==> src/core/adc_ctrl_defines.vh <==
`ifndef ADC_CTRL_DEFINES_VH
`define ADC_CTRL_DEFINES_VH
// Register indices on the plain register port.
`define A_CHAN_CTRL0 5'h00
`define A_SAMPLE_TIME 5'h08
`define A_ARB_CTRL 5'h09
`define A_QUEUE_IN 5'h0A
`define A_QUEUE_MODE 5'h0B
`define A_PAR_REQ 5'h0C
`define A_PAR_PEND 5'h0D
`define A_PAR_MODE 5'h0E
`define A_TRIG_CTRL 5'h0F
`define A_LOWER_BOUND 5'h10
`define A_UPPER_BOUND 5'h11
`define A_SR_ROUTE_EV 5'h12
`define A_SR_ROUTE_CH 5'h13
`define A_STATUS 5'h14
`define A_EVENT_FLAGS 5'h15
`define A_RESULT0 5'h18
`define A_RESULT_ACC0 5'h1C
// Channel control fields.
`define F_TARGET_LSB 0
`define F_LIMIT_LSB 2
// Reset values.
`define RST_CHAN_CTRL 8'h00
`define RST_SAMPLE_TIME 8'h00
`define RST_ARB_CTRL 8'h03
// Timing, in converter clock periods; CONV_CLK_DIV in mclk cycles, QUEUE_DEPTH in entries.
`define SAMPLE_BASE 8'h02
`define START_DELAY 8'h01
`define CONV_PERIODS 8'h0B
`define CONV_CLK_DIV 8'h04
`define QUEUE_DEPTH 4
`endif

==> src/core/adc_request_result_control.v <==
`timescale 1ns/1ps
`include "adc_ctrl_defines.vh"
module adc_request_result_control (
    input wire mclk,
    input wire rst_b,
    input wire [4:0] addr,
    input wire [7:0] wdata,
    input wire wr,
    input wire rd,
    output reg [7:0] rdata,
    input wire [7:0] trigger_lines,
    input wire [9:0] conv_data,
    output reg [2:0] conv_channel,
    output reg conv_sample,
    output reg [1:0] service_request_lines
);

localparam ST_IDLE = 2'h0;
localparam ST_START = 2'h1;
localparam ST_SAMPLE = 2'h2;
localparam ST_CONV = 2'h3;

reg [7:0] channel_control [0:7];
reg [7:0] input_class_sample_time;
reg [7:0] arb_r;
reg [7:0] qmode_r;
reg [3:0] par_req_r;
reg [3:0] par_pend_r;
reg [7:0] par_mode_r;
reg [7:0] trig_r;
reg [9:0] lower_limit_bound;
reg [9:0] upper_limit_bound;
reg [7:0] route_ev_r;
reg [7:0] route_ch_r;
reg [5:0] q_r [0:3];
reg [3:0] qv_r;
reg [10:0] res_r [0:3];
reg [3:0] res_valid_r;
reg [3:0] res_cnt_r;
reg [7:0] ev_flag_r;
reg [7:0] ch_flag_r;
reg load_pend_r;
reg [1:0] state_r;
reg [7:0] cnt_r;
reg [7:0] div_r;
reg [2:0] cur_ch_r;
reg cur_src_r;
reg [5:0] cur_q_r;
reg [1:0] sync0_a_r;
reg [1:0] sync1_a_r;
reg [1:0] trig_prev_r;
reg [1:0] trig_seen_r;
integer i;

wire tick = (div_r == 8'h00);
wire trig0_raw = trigger_lines[trig_r[2:0]];
wire trig1_raw = trigger_lines[trig_r[6:4]];
wire trig0 = trig_r[3] ? trig0_raw : sync0_a_r[1];
wire trig1 = trig_r[7] ? trig1_raw : sync1_a_r[1];
wire trig0_edge = trig0 & ~trig_prev_r[0];
wire trig1_edge = trig1 & ~trig_prev_r[1];

function [1:0] target_of;
    input [2:0] ch;
    begin
        target_of = channel_control[ch][`F_TARGET_LSB+1:`F_TARGET_LSB];
    end
endfunction

function blocked;
    input [2:0] ch;
    begin
        blocked = arb_r[6] & res_valid_r[target_of(ch)];
    end
endfunction

function [1:0] top_bit;
    input [3:0] m;
    begin
        top_bit = m[3] ? 2'h3 : m[2] ? 2'h2 : m[1] ? 2'h1 : 2'h0;
    end
endfunction

wire [5:0] q_head = q_r[0];
wire q_trig_ok = ~q_head[3] | trig_seen_r[0];
wire seq_req = qv_r[0] & arb_r[0] & qmode_r[0] & q_trig_ok & ~blocked(q_head[2:0]);
wire [1:0] par_bit = top_bit(par_pend_r);
wire [2:0] par_ch = {1'b1, par_bit};
wire par_req = (|par_pend_r) & arb_r[1] & par_mode_r[0] & ~blocked(par_ch);
wire seq_win = seq_req & (arb_r[2] | ~par_req | ~arb_r[3]);
wire par_win = par_req & ~seq_win;
wire busy = (state_r != ST_IDLE);
wire cancel_ok = busy & ((seq_win & ~cur_src_r & 1'b0) | (seq_win & cur_src_r & arb_r[2] & ~arb_r[3] & arb_r[4])
    | (par_win & ~cur_src_r & arb_r[3] & ~arb_r[2] & arb_r[5]));
wire full = &qv_r;
wire done = (state_r == ST_CONV) & tick & (cnt_r == 8'h00);
wire [1:0] tgt = target_of(cur_ch_r);
wire [11:0] acc = {1'b0, res_r[tgt]} + {2'b00, conv_data};
wire acc_mode = arb_r[7];
wire [1:0] limit_check_control = channel_control[cur_ch_r][`F_LIMIT_LSB+1:`F_LIMIT_LSB];
wire below = conv_data < lower_limit_bound;
wire above = conv_data > upper_limit_bound;
reg lim_hit;
always @* begin
    case (limit_check_control)
        2'h0: lim_hit = 1'b0;
        2'h1: lim_hit = ~below & ~above;
        2'h2: lim_hit = below | above;
        default: lim_hit = 1'b1;
    endcase
end

always @(posedge mclk or negedge rst_b) begin
    if (!rst_b) begin
        sync0_a_r <= 2'h0;
        sync1_a_r <= 2'h0;
        trig_prev_r <= 2'h0;
    end else begin
        sync0_a_r <= {sync0_a_r[0], trig0_raw};
        sync1_a_r <= {sync1_a_r[0], trig1_raw};
        trig_prev_r <= {trig1, trig0};
    end
end

always @(posedge mclk or negedge rst_b) begin
    if (!rst_b) begin
        for (i = 0; i < 8; i = i + 1) begin
            channel_control[i] <= `RST_CHAN_CTRL;
        end
        for (i = 0; i < 4; i = i + 1) begin
            q_r[i] <= 6'h00;
            res_r[i] <= 11'h000;
        end
        input_class_sample_time <= `RST_SAMPLE_TIME;
        arb_r <= `RST_ARB_CTRL;
        qmode_r <= 8'h00;
        par_req_r <= 4'h0;
        par_pend_r <= 4'h0;
        par_mode_r <= 8'h00;
        trig_r <= 8'h00;
        lower_limit_bound <= 10'h000;
        upper_limit_bound <= 10'h3FF;
        route_ev_r <= 8'h00;
        route_ch_r <= 8'h00;
        qv_r <= 4'h0;
        res_valid_r <= 4'h0;
        res_cnt_r <= 4'h0;
        ev_flag_r <= 8'h00;
        ch_flag_r <= 8'h00;
        load_pend_r <= 1'b0;
        state_r <= ST_IDLE;
        cnt_r <= 8'h00;
        div_r <= 8'h00;
        cur_ch_r <= 3'h0;
        cur_src_r <= 1'b0;
        cur_q_r <= 6'h00;
        trig_seen_r <= 2'h0;
        rdata <= 8'h00;
        conv_channel <= 3'h0;
        conv_sample <= 1'b0;
        service_request_lines <= 2'h0;
    end else begin
        div_r <= tick ? (`CONV_CLK_DIV - 8'h01) : div_r - 8'h01;
        load_pend_r <= 1'b0;
        if (trig0_edge & qv_r[0]) begin
            trig_seen_r[0] <= 1'b1;
        end
        if (wr) begin
            if (addr < `A_SAMPLE_TIME) begin
                channel_control[addr[2:0]] <= wdata;
            end
            case (addr)
                `A_SAMPLE_TIME: input_class_sample_time <= wdata;
                `A_ARB_CTRL: arb_r <= wdata;
                `A_QUEUE_MODE: begin
                    qmode_r <= wdata;
                    if (wdata[1]) begin
                        qv_r <= 4'h0;
                    end
                    if (wdata[2] & qv_r[0]) begin
                        trig_seen_r[0] <= 1'b1;
                    end
                end
                `A_QUEUE_IN: begin
                    if (!full) begin
                        if (!qv_r[0]) begin
                            q_r[0] <= wdata[5:0];
                            qv_r[0] <= 1'b1;
                        end
                        for (i = 1; i < 4; i = i + 1) begin
                            if (!qv_r[i] && qv_r[i-1]) begin
                                q_r[i] <= wdata[5:0];
                                qv_r[i] <= 1'b1;
                            end
                        end
                    end
                end
                `A_PAR_REQ: par_req_r <= wdata[3:0];
                `A_PAR_PEND: begin
                    par_req_r <= wdata[3:0];
                    load_pend_r <= 1'b1;
                end
                `A_PAR_MODE: par_mode_r <= {wdata[7:2], 1'b0, wdata[0]};
                `A_TRIG_CTRL: trig_r <= wdata;
                `A_LOWER_BOUND: lower_limit_bound <= {wdata, 2'b00};
                `A_UPPER_BOUND: upper_limit_bound <= {wdata, 2'b11};
                `A_SR_ROUTE_EV: route_ev_r <= wdata;
                `A_SR_ROUTE_CH: route_ch_r <= wdata;
                `A_EVENT_FLAGS: ev_flag_r <= ev_flag_r & ~wdata;
                `A_STATUS: ch_flag_r <= ch_flag_r & ~wdata;
                default: ;
            endcase
        end
        if (load_pend_r | (wr & (addr == `A_PAR_MODE) & wdata[1]) | (trig1_edge & par_mode_r[2])) begin
            par_pend_r <= par_req_r;
        end
        if (rd) begin
            rdata <= 8'h00;
            if (addr < `A_SAMPLE_TIME) begin
                rdata <= channel_control[addr[2:0]];
            end
            case (addr)
                `A_SAMPLE_TIME: rdata <= input_class_sample_time;
                `A_ARB_CTRL: rdata <= arb_r;
                `A_QUEUE_MODE: rdata <= {qv_r, qmode_r[3:0]};
                `A_PAR_REQ: rdata <= {4'h0, par_req_r};
                `A_PAR_PEND: rdata <= {4'h0, par_pend_r};
                `A_PAR_MODE: rdata <= par_mode_r;
                `A_TRIG_CTRL: rdata <= trig_r;
                `A_LOWER_BOUND: rdata <= lower_limit_bound[9:2];
                `A_UPPER_BOUND: rdata <= upper_limit_bound[9:2];
                `A_SR_ROUTE_EV: rdata <= route_ev_r;
                `A_SR_ROUTE_CH: rdata <= route_ch_r;
                `A_STATUS: rdata <= {busy, conv_sample, 2'b00, res_valid_r};
                `A_EVENT_FLAGS: rdata <= ev_flag_r;
                default: ;
            endcase
            if (addr >= `A_RESULT0 && addr < `A_RESULT_ACC0) begin
                rdata <= res_r[addr[1:0]][9:2];
                res_valid_r[addr[1:0]] <= 1'b0;
            end else if (addr >= `A_RESULT_ACC0) begin
                rdata <= res_r[addr[1:0]][10:3];
                res_valid_r[addr[1:0]] <= 1'b0;
            end
        end
        // Grants land on a converter clock edge so the start phase lasts exactly one period.
        if ((seq_win | par_win) & (~busy | cancel_ok) & tick) begin
            if (cancel_ok & cur_src_r) begin
                par_pend_r[cur_ch_r[1:0]] <= 1'b1;
            end
            if (cancel_ok & ~cur_src_r & ~full) begin
                q_r[0] <= cur_q_r;
                qv_r[0] <= 1'b1;
                trig_seen_r[0] <= 1'b1;
                for (i = 1; i < 4; i = i + 1) begin
                    q_r[i] <= q_r[i-1];
                    qv_r[i] <= qv_r[i-1];
                end
            end
            state_r <= ST_START;
            cnt_r <= `START_DELAY;
            cur_src_r <= par_win;
            conv_sample <= 1'b1;
            if (seq_win) begin
                cur_ch_r <= q_head[2:0];
                conv_channel <= q_head[2:0];
                cur_q_r <= q_head;
                trig_seen_r[0] <= 1'b0;
                if (!(cancel_ok & ~cur_src_r)) begin
                    for (i = 0; i < 3; i = i + 1) begin
                        q_r[i] <= q_r[i+1];
                        qv_r[i] <= qv_r[i+1];
                    end
                    qv_r[3] <= 1'b0;
                end
            end else begin
                cur_ch_r <= par_ch;
                conv_channel <= par_ch;
                par_pend_r[par_bit] <= 1'b0;
            end
        end else if (tick) begin
            case (state_r)
                ST_START: begin
                    state_r <= ST_SAMPLE;
                    cnt_r <= `SAMPLE_BASE + input_class_sample_time - 8'h01;
                end
                ST_SAMPLE: begin
                    if (cnt_r == 8'h00) begin
                        state_r <= ST_CONV;
                        conv_sample <= 1'b0;
                        cnt_r <= `CONV_PERIODS;
                    end else begin
                        cnt_r <= cnt_r - 8'h01;
                    end
                end
                ST_CONV: begin
                    if (done) begin
                        state_r <= ST_IDLE;
                        res_valid_r[tgt] <= 1'b1;
                        if (acc_mode & res_cnt_r[tgt]) begin
                            res_r[tgt] <= acc[10:0];
                            res_cnt_r[tgt] <= 1'b0;
                        end else begin
                            res_r[tgt] <= {1'b0, conv_data};
                            res_cnt_r[tgt] <= acc_mode;
                        end
                        if (~(acc_mode & ~res_cnt_r[tgt])) begin
                            ev_flag_r[4 + tgt] <= 1'b1;
                        end
                        if (lim_hit) begin
                            ch_flag_r[cur_ch_r] <= 1'b1;
                        end
                        if (cur_src_r ? par_mode_r[3] : cur_q_r[5]) begin
                            ev_flag_r[cur_src_r] <= 1'b1;
                        end
                        if (~cur_src_r & cur_q_r[4] & ~full) begin
                            q_r[0] <= cur_q_r;
                            qv_r[0] <= 1'b1;
                            for (i = 1; i < 4; i = i + 1) begin
                                q_r[i] <= q_r[i-1];
                                qv_r[i] <= qv_r[i-1];
                            end
                        end
                        if (cur_src_r & par_mode_r[4] & ~(|par_pend_r)) begin
                            par_pend_r <= par_req_r;
                        end
                    end else begin
                        cnt_r <= cnt_r - 8'h01;
                    end
                end
                default: state_r <= ST_IDLE;
            endcase
        end
        service_request_lines[0] <= |(ev_flag_r & ~route_ev_r) | |(ch_flag_r & ~route_ch_r);
        service_request_lines[1] <= |(ev_flag_r & route_ev_r) | |(ch_flag_r & route_ch_r);
    end
end

endmodule // adc_request_result_control

==> config.mk <==
export PLATFORM = sky130hd
export DESIGN_NAME = adc_request_result_control
export DESIGN_NICKNAME = d
export VERILOG_FILES = /design/src/core/adc_request_result_control.v
export VERILOG_INCLUDE_DIRS = /design/src /design/src/core
export SDC_FILE = /design/constraint.sdc
export NUM_CORES = 1
export LEC_CHECK = 0
export ABC_AREA = 0
export ABC_CLOCK_PERIOD_IN_PS = 8700
export BUFFER_PORTS_ARGS = -buffer_cell sky130_fd_sc_hd__buf_4
export CORE_ASPECT_RATIO = 0.6
export CORE_UTILIZATION = 30
export CTS_BUF_LIST = sky130_fd_sc_hd__clkbuf_4
export CTS_CLUSTER_DIAMETER = 100
export CTS_CLUSTER_SIZE = 24
export DETAILED_ROUTE_END_ITERATION = 6
export SYNTH_ARGS = -nofsm -noshare
export SYNTH_HDL_FRONTEND = slang
export SYNTH_SLANG_ARGS = --single-unit
==> constraint.sdc <==
create_clock -name mclk -period 8.7 [get_ports mclk]
set_input_delay 1.74 -clock mclk [delete_from_list [all_inputs] [get_ports mclk]]
set_output_delay 1.74 -clock mclk [all_outputs]
set_load 0.03 [all_outputs]
After elaboration in Yosys (flattened, before gate mapping)
Index checks and enable logic that the tools add are counted.
{"block": "word_totals", "ramBits": 0, "mem_count": 0, "ff_bits": 282, "romBits": 0, "inputBits": 35, "elab_cells": 401, "latch_bits": 0}
{"block": "op_classes", "eq_ne": 22, "n_reduce_logical": 47, "shift": 0, "n_addsub": 6, "n_div": 0, "bitwise": 95, "n_mux": 153, "n_mul": 0, "order_cmp": 32}
{"cell": "two-way mux 8 bit", "count": 30}
{"cell": "two-way mux 24 bit", "count": 9}
{"cell": "two-way mux 4 bit", "count": 30}
{"cell": "one-hot mux 8 bit (13 select lines)", "count": 1}
{"cell": "binary-select mux 8 bit (select 3 bit)", "count": 4}
{"cell": "bitwise mux 44 bit", "count": 2}
{"cell": "bitwise mux 64 bit", "count": 1}
{"cell": "two-way mux 11 bit", "count": 5}
{"cell": "bitwise AND 8 bit", "count": 6}
{"cell": "binary-select mux 11 bit (select 2 bit)", "count": 2}
{"cell": "two-way mux 44 bit", "count": 1}
{"cell": "bitwise AND 1 bit", "count": 41}
{"cell": "equality test 5 x 4 -> 1 bit, second input constant", "count": 8}
{"cell": "two-way mux 18 bit", "count": 2}
{"cell": "two-way mux 1 bit", "count": 32}
{"cell": "OR reduction 8 bit", "count": 4}
{"cell": "equality test 5 bit, second input constant", "count": 6}
{"cell": "demux 8 bit (select 3 bit)", "count": 1}
{"cell": "two-way mux 6 bit", "count": 4}
{"cell": "inverter 8 bit", "count": 3}
{"cell": "one-hot mux 8 bit (3 select lines)", "count": 1}
{"cell": "AND reduction 2 bit", "count": 12}
{"cell": "subtractor 8 x 1 -> 8 bit, second input constant", "count": 3}
{"cell": "demux 11 bit (select 2 bit)", "count": 1}
{"cell": "54 further kinds", "count": 146}

Logic depth before layout (Yosys ltp)
{"block": "logic_depth", "ltp_word": 34, "mapped_depth": 19}

Worst setup path before layout
Ideal clock, no wire load.
{"block": "synth_timing", "kind": "register to register", "start": "reg cur_ch_r[0]", "end": "reg res_r[9] (netlist name)", "synth_period_minus_slack_ps": 4496, "t_arrival_ps": 4371, "path_stages_with_launch": 17, "required_time_ps": 8575, "setup_slack_ps": 4204, "setup_ps": 125, "path_cell_list": "dfrtp_1 mux4_2 mux2i_1 buf_2 buf_1 mux2i_1 mux2i_1 ha_1 a21o_1 a21oi_1 o21ai_0 a2111oi_0 or3_1 mux2i_1 a31oi_1 a21o_1 mux2_4"}
{"block": "synth_between", "elab_chain_cells": 11, "word_cells_on_any_way": 20}
{"item": "from (decl)", "line_no": "adc_request_result_control.v:46", "text": "reg [2:0] cur_ch_r;"}
{"item": "from (signal assigned)", "line_no": "adc_request_result_control.v:265", "text": "cur_ch_r <= q_head[2:0];"}
{"item": "from (signal assigned)", "line_no": "adc_request_result_control.v:277", "text": "cur_ch_r <= par_ch;"}
{"item": "inverter 3 -> 4 bit (not written as such) *", "line_no": "adc_request_result_control.v:66", "text": "target_of = channel_control[ch][`F_TARGET_LSB+1:`F_TARGET_LSB];"}
{"item": "binary-select mux 8 bit (select 3 bit) *", "line_no": "adc_request_result_control.v:66"}
{"item": "two-way mux 4 bit * (2 in series)"}
{"item": "inverter 2 -> 3 bit (not written as such)", "line_no": "adc_request_result_control.v:98, adc_request_result_control.v:301, adc_request_result_control.v:304"}
{"item": "binary-select mux 11 bit (select 2 bit), or another cell as far along", "line_no": "adc_request_result_control.v:98", "text": "wire [11:0] acc = {1'b0, res_r[tgt]} + {2'b00, conv_data};"}
{"item": "two-way mux 11 bit (not written as such) / logical AND 1 bit (equally long branches)", "line_no": "adc_request_result_control.v:98, adc_request_result_control.v:301, adc_request_result_control.v:304"}
{"item": "two-way mux 11 bit (on tied branches)", "line_no": "adc_request_result_control.v:98, adc_request_result_control.v:301, adc_request_result_control.v:304"}
{"item": "adder 11 x 10 -> 11 bit / demux 11 bit (select 2 bit) (equally long branches)", "line_no": "adc_request_result_control.v:98, adc_request_result_control.v:301, adc_request_result_control.v:304"}
{"item": "bitwise mux 44 bit (on tied branches)", "line_no": "adc_request_result_control.v:301, adc_request_result_control.v:304"}
{"item": "two-way mux 44 bit *", "line_no": "adc_request_result_control.v:300", "text": "if (acc_mode & res_cnt_r[tgt]) begin"}
{"item": "to (signal, indexed assignment)", "line_no": "adc_request_result_control.v:301", "text": "res_r[tgt] <= acc[10:0];"}
{"item": "to (signal, indexed assignment)", "line_no": "adc_request_result_control.v:304", "text": "res_r[tgt] <= {1'b0, conv_data};"}
{"item": "to (decl)", "line_no": "adc_request_result_control.v:37", "text": "reg [10:0] res_r [0:3];"}
Mark *: on every way between the ends. The rest lies on a longest branch, timed or not. The select of a mux whose other input is x is not followed.
A chain may end at the register's enable or synchronous reset.

Worst setup path in the final report
Same ends and word-level chain as after synthesis.

==> summary.txt <==
FINAL LAYOUT
-------------------------------------------------------------------------------------
Number of nets in the final layout                                              1,537
Footprint of the flip-flops and latches                                    7070 sq um
Most frequent cells in the layout                                        dfrtp_1 (272), mux2_2 (163), nand2_1 (134)
Number of fill cells in the layout                                              5,201
Area used by multi-input combinational logic                               8240 sq um
Non-filler cells, final                                                         2,167
Synth-to-Final Area Change                                                      7.35%
Fraction of final layout cells sized beyond drive strength 1                    22.1%
Most frequent standard cell in the layout excluding fill and tap cells        dfrtp_1

DRT
-------------------------------------------------------------------------------------
Count of vias placed by the detailed router                                    12,200
Antenna violation net count after detailed routing                                  0
Detailed Routing Iterations Pass 1                                                  6
Initial DRC count                                                               1,338
Drt via density                                                                  5.63
Count of unresolved DRC violations after routing                                    0
Total length of routed wires                                             49,800 microns
Average wire length per cell after detail routing                        23.0 microns

FLOORPLANNING
-------------------------------------------------------------------------------------
Total Die Area                                                           54,000 sq um
I/O Pins                                                                           49
Area of the core                                                         51,600 sq um
Effective utilization at floorplan                                              30.8%
Die Ht                                                                    180 microns
Number of core rows                                                                64
Die Width                                                                 299 microns

STA
-------------------------------------------------------------------------------------
Total negative slack                                                             0 ns
Pin slew with the least headroom to its limit                                 1.13 ns
Final worst setup slack                                                       3.89 ns
Number of slew-limit violations in the final report                                 0
Final cycle utilization of the critical path                                    55.2%
Total setup violations reported at the end of the flow                              0
Slew headroom                                                                   24.2%
Final Hold Violating Endpoints                                                      0
Clk_skew                                                                    0.0633 ns
Setup repair after global routing missed its margin                                no
Hold_ws                                                                      0.370 ns
Final worst path period need                                                  4.81 ns
Maximum clock frequency                                                       208 MHz

CTS
-------------------------------------------------------------------------------------
TritonCTS clock tree                                                             done
Cts repair resizes                                                                  0
CTS Sinks                                                                         282
Clock Pin Slew Worst Setup and Hold Paths                                     0.29 ns
Maximum clock path buffer count                                                     3
Root buffer cell                                                             clkbuf_4
Clock insertion delay at the later pin of the skew report                     0.78 ns
Buffers inserted during post-CTS setup optimization                                 0
Hold Buf Count CTS                                                                  0
H-tree depth reported by CTS                                                        1
Number of buffers created by CTS                                                   15

SYNTHESIS
-------------------------------------------------------------------------------------
Fraction of registers with async set or reset after synthesis                    100%
Area of the mapped netlist                                               15,900 sq um
Most used flip-flop cell after synthesis                                      dfrtp_1
Share of Yosys cell area claimed by the top area cell type                      42.8%
Unique cell type count in the Yosys netlist                                        69
Dominant cell type by area after synthesis                                    dfrtp_1
Syn nets                                                                        1,540
Yosys synthesis warning count                                                       0
Number of enable flip-flop cells after synthesis                                    0
Leading post-synthesis cells by cell area                                dfrtp_1 (43%), mux2_2 (12%), mux2i_1 (6.0%)
Portion of the post-synthesis area used by sequential elements                  44.4%
Number of cells produced by synthesis                                           1,472
Synthesized flop and latch total                                                  282
Per-instance average area after synthesis                                  10.8 sq um

PLACE
-------------------------------------------------------------------------------------
Placement-stage worst setup slack                                             3.85 ns
# port buffers                                                                     48
HPWL after detailed placement                                            35,500 microns
# placed instances                                                              2,145
Placer's final routability congestion estimate                                  0.950

GLOBAL ROUTING
-------------------------------------------------------------------------------------
Maximum number of pins on one net before global-route repair                       90
Initial antenna violation count                                                     3
Number of global-route vias before repair                                      11,700
Tot GR Track Use                                                                18.4%
Sum of overflow across all layers after global routing                              0
First-pass GRT wire length                                               76,200 microns

MIN PATH
-------------------------------------------------------------------------------------
Worst hold-check path type                                               flop to flop

CRITICAL PATH
-------------------------------------------------------------------------------------
Largest fanout on the critical path                                                39
Critical path startpoint category                                                flop
Worst endpoint data arrival time                                              5.52 ns
Category of the most critical setup path                                 flop to flop
Type of destination of the critical path                                         flop
Required arrival time at the worst endpoint                                   9.41 ns

POWER AND IR DROP
-------------------------------------------------------------------------------------
Max IR drop VDD                                                             0.0943 mV
Final Power                                                                   3.73 mW
Power per cell area                                                       218 nW/um^2
Leakage power total                                                           7.48 nW

FLOW RUN
-------------------------------------------------------------------------------------
Maxcap violations                                                                   0

STATUS
-------------------------------------------------------------------------------------
Outcome                                                                  finished, final reports clean

==> final cells by class <==
class / count / share of cell area, %
timing repair buffer: 66 / 2.95
multi-input combinational: 1041 / 48.2
inverter: 63 / 1.38
tap: 693 / 5.08
sequential: 282 / 41.4
antenna: 1 / 0.0147
clock buffer: 20 / 0.879
clock inverter: 1 / 0.0513
==> Yosys cell counts, types with 16 or more instances <==
cell,n
mux2i_1,96
buf_2,20
inv_1,63
nor2b_1,19
a21oi_1,59
nor3_1,29
nor2_1,80
o22ai_1,16
mux4_2,41
nand3_1,23
dfrtp_1,272
nand2_1,134
clkbuf_1,52
ha_1,32
a211o_1,18
a22oi_1,26
o21ai_0,94
mux2_2,163
==> final timing paths <==
path | end | start | slack, ns | cells past startpoint
max | res_r[9] | cur_ch_r[0] | 3.89 | 15
min | sync0_a_r[1] | sync0_a_r[0] | 0.37 | 0
max reg2reg | res_r[9] | cur_ch_r[0] | 3.89 | 15
min reg2reg | sync0_a_r[1] | sync0_a_r[0] | 0.37 | 0
max in group asynchronous | route_ev_r[4] | rst_b | 6.27 | 2
min in group asynchronous | res_r[41] | rst_b | 0.96 | 1
==> critical path, cell delays in order (launching register included) <==
cell	delay, ns
dfrtp_1	0.85
mux4_2	0.62
mux2i_4	0.15
buf_4	0.45
mux2i_1	0.28
mux2i_1	0.13
ha_1	0.30
a21o_1	0.18
a21oi_1	0.20
o21ai_0	0.12
a2111oi_0	0.37
or3_1	0.25
mux2i_1	0.24
a31oi_1	0.10
a21o_1	0.22
mux2_4	0.27
==> metrics by stage <==
step | area (sq um) | util, %
after CTS | 17100 | 33.1
after floorplan | 15900 | -
final | 17100 | 33.1
after detailed placement | 16900 | 32.7
after global placement | 16900 | 32.7
after global routing | 17100 | 33.1
==> state kept, by name, indices dropped and copies added (netlist names), 6 cells and up <==
signal,cells
channel_control,64
res_r,44
q_r,18
arb_r,8
ch_flag_r,8
cnt_r,8
div_r,8
ev_flag_r,8
input_class_sample_time,8
lower_limit_bound,8
rdata,8
route_ch_r,8
route_ev_r,8
trig_r,8
upper_limit_bound,8
par_mode_r,7
cur_q_r,6
q_head,6
==> metal layers <==
metal  up-vias  wire (microns)  global-route usage, %
li1       5425               -                      -
met1      6219           24400                   28.9
met2       501           19400                   24.0
met3        44            5170                   5.88
met4         2             779                   3.31
met5         -              13                      0
==> power by group <==
part           switching [mW]  leakage, nW  internal, mW
combinational           0.721         4.06         0.585
clock                   0.427       0.0961         0.106
sequential              0.337         3.32          1.55
==> cell families after synthesis <==
family                     count (synthesis)  share of synthesized area [%]
muxes                                    302                           23.6
adders and majority gates                 33                           2.64
xor gates and xnor gates                  16                          0.881
AOI/OAI and AO/OA                        341                           14.2
and+or+nand+nor                          349                           10.3
buffers and inverters                    149                           3.93
DFF                                      282                           44.4
No activity file was read; power rests on OpenSTA's default activity.
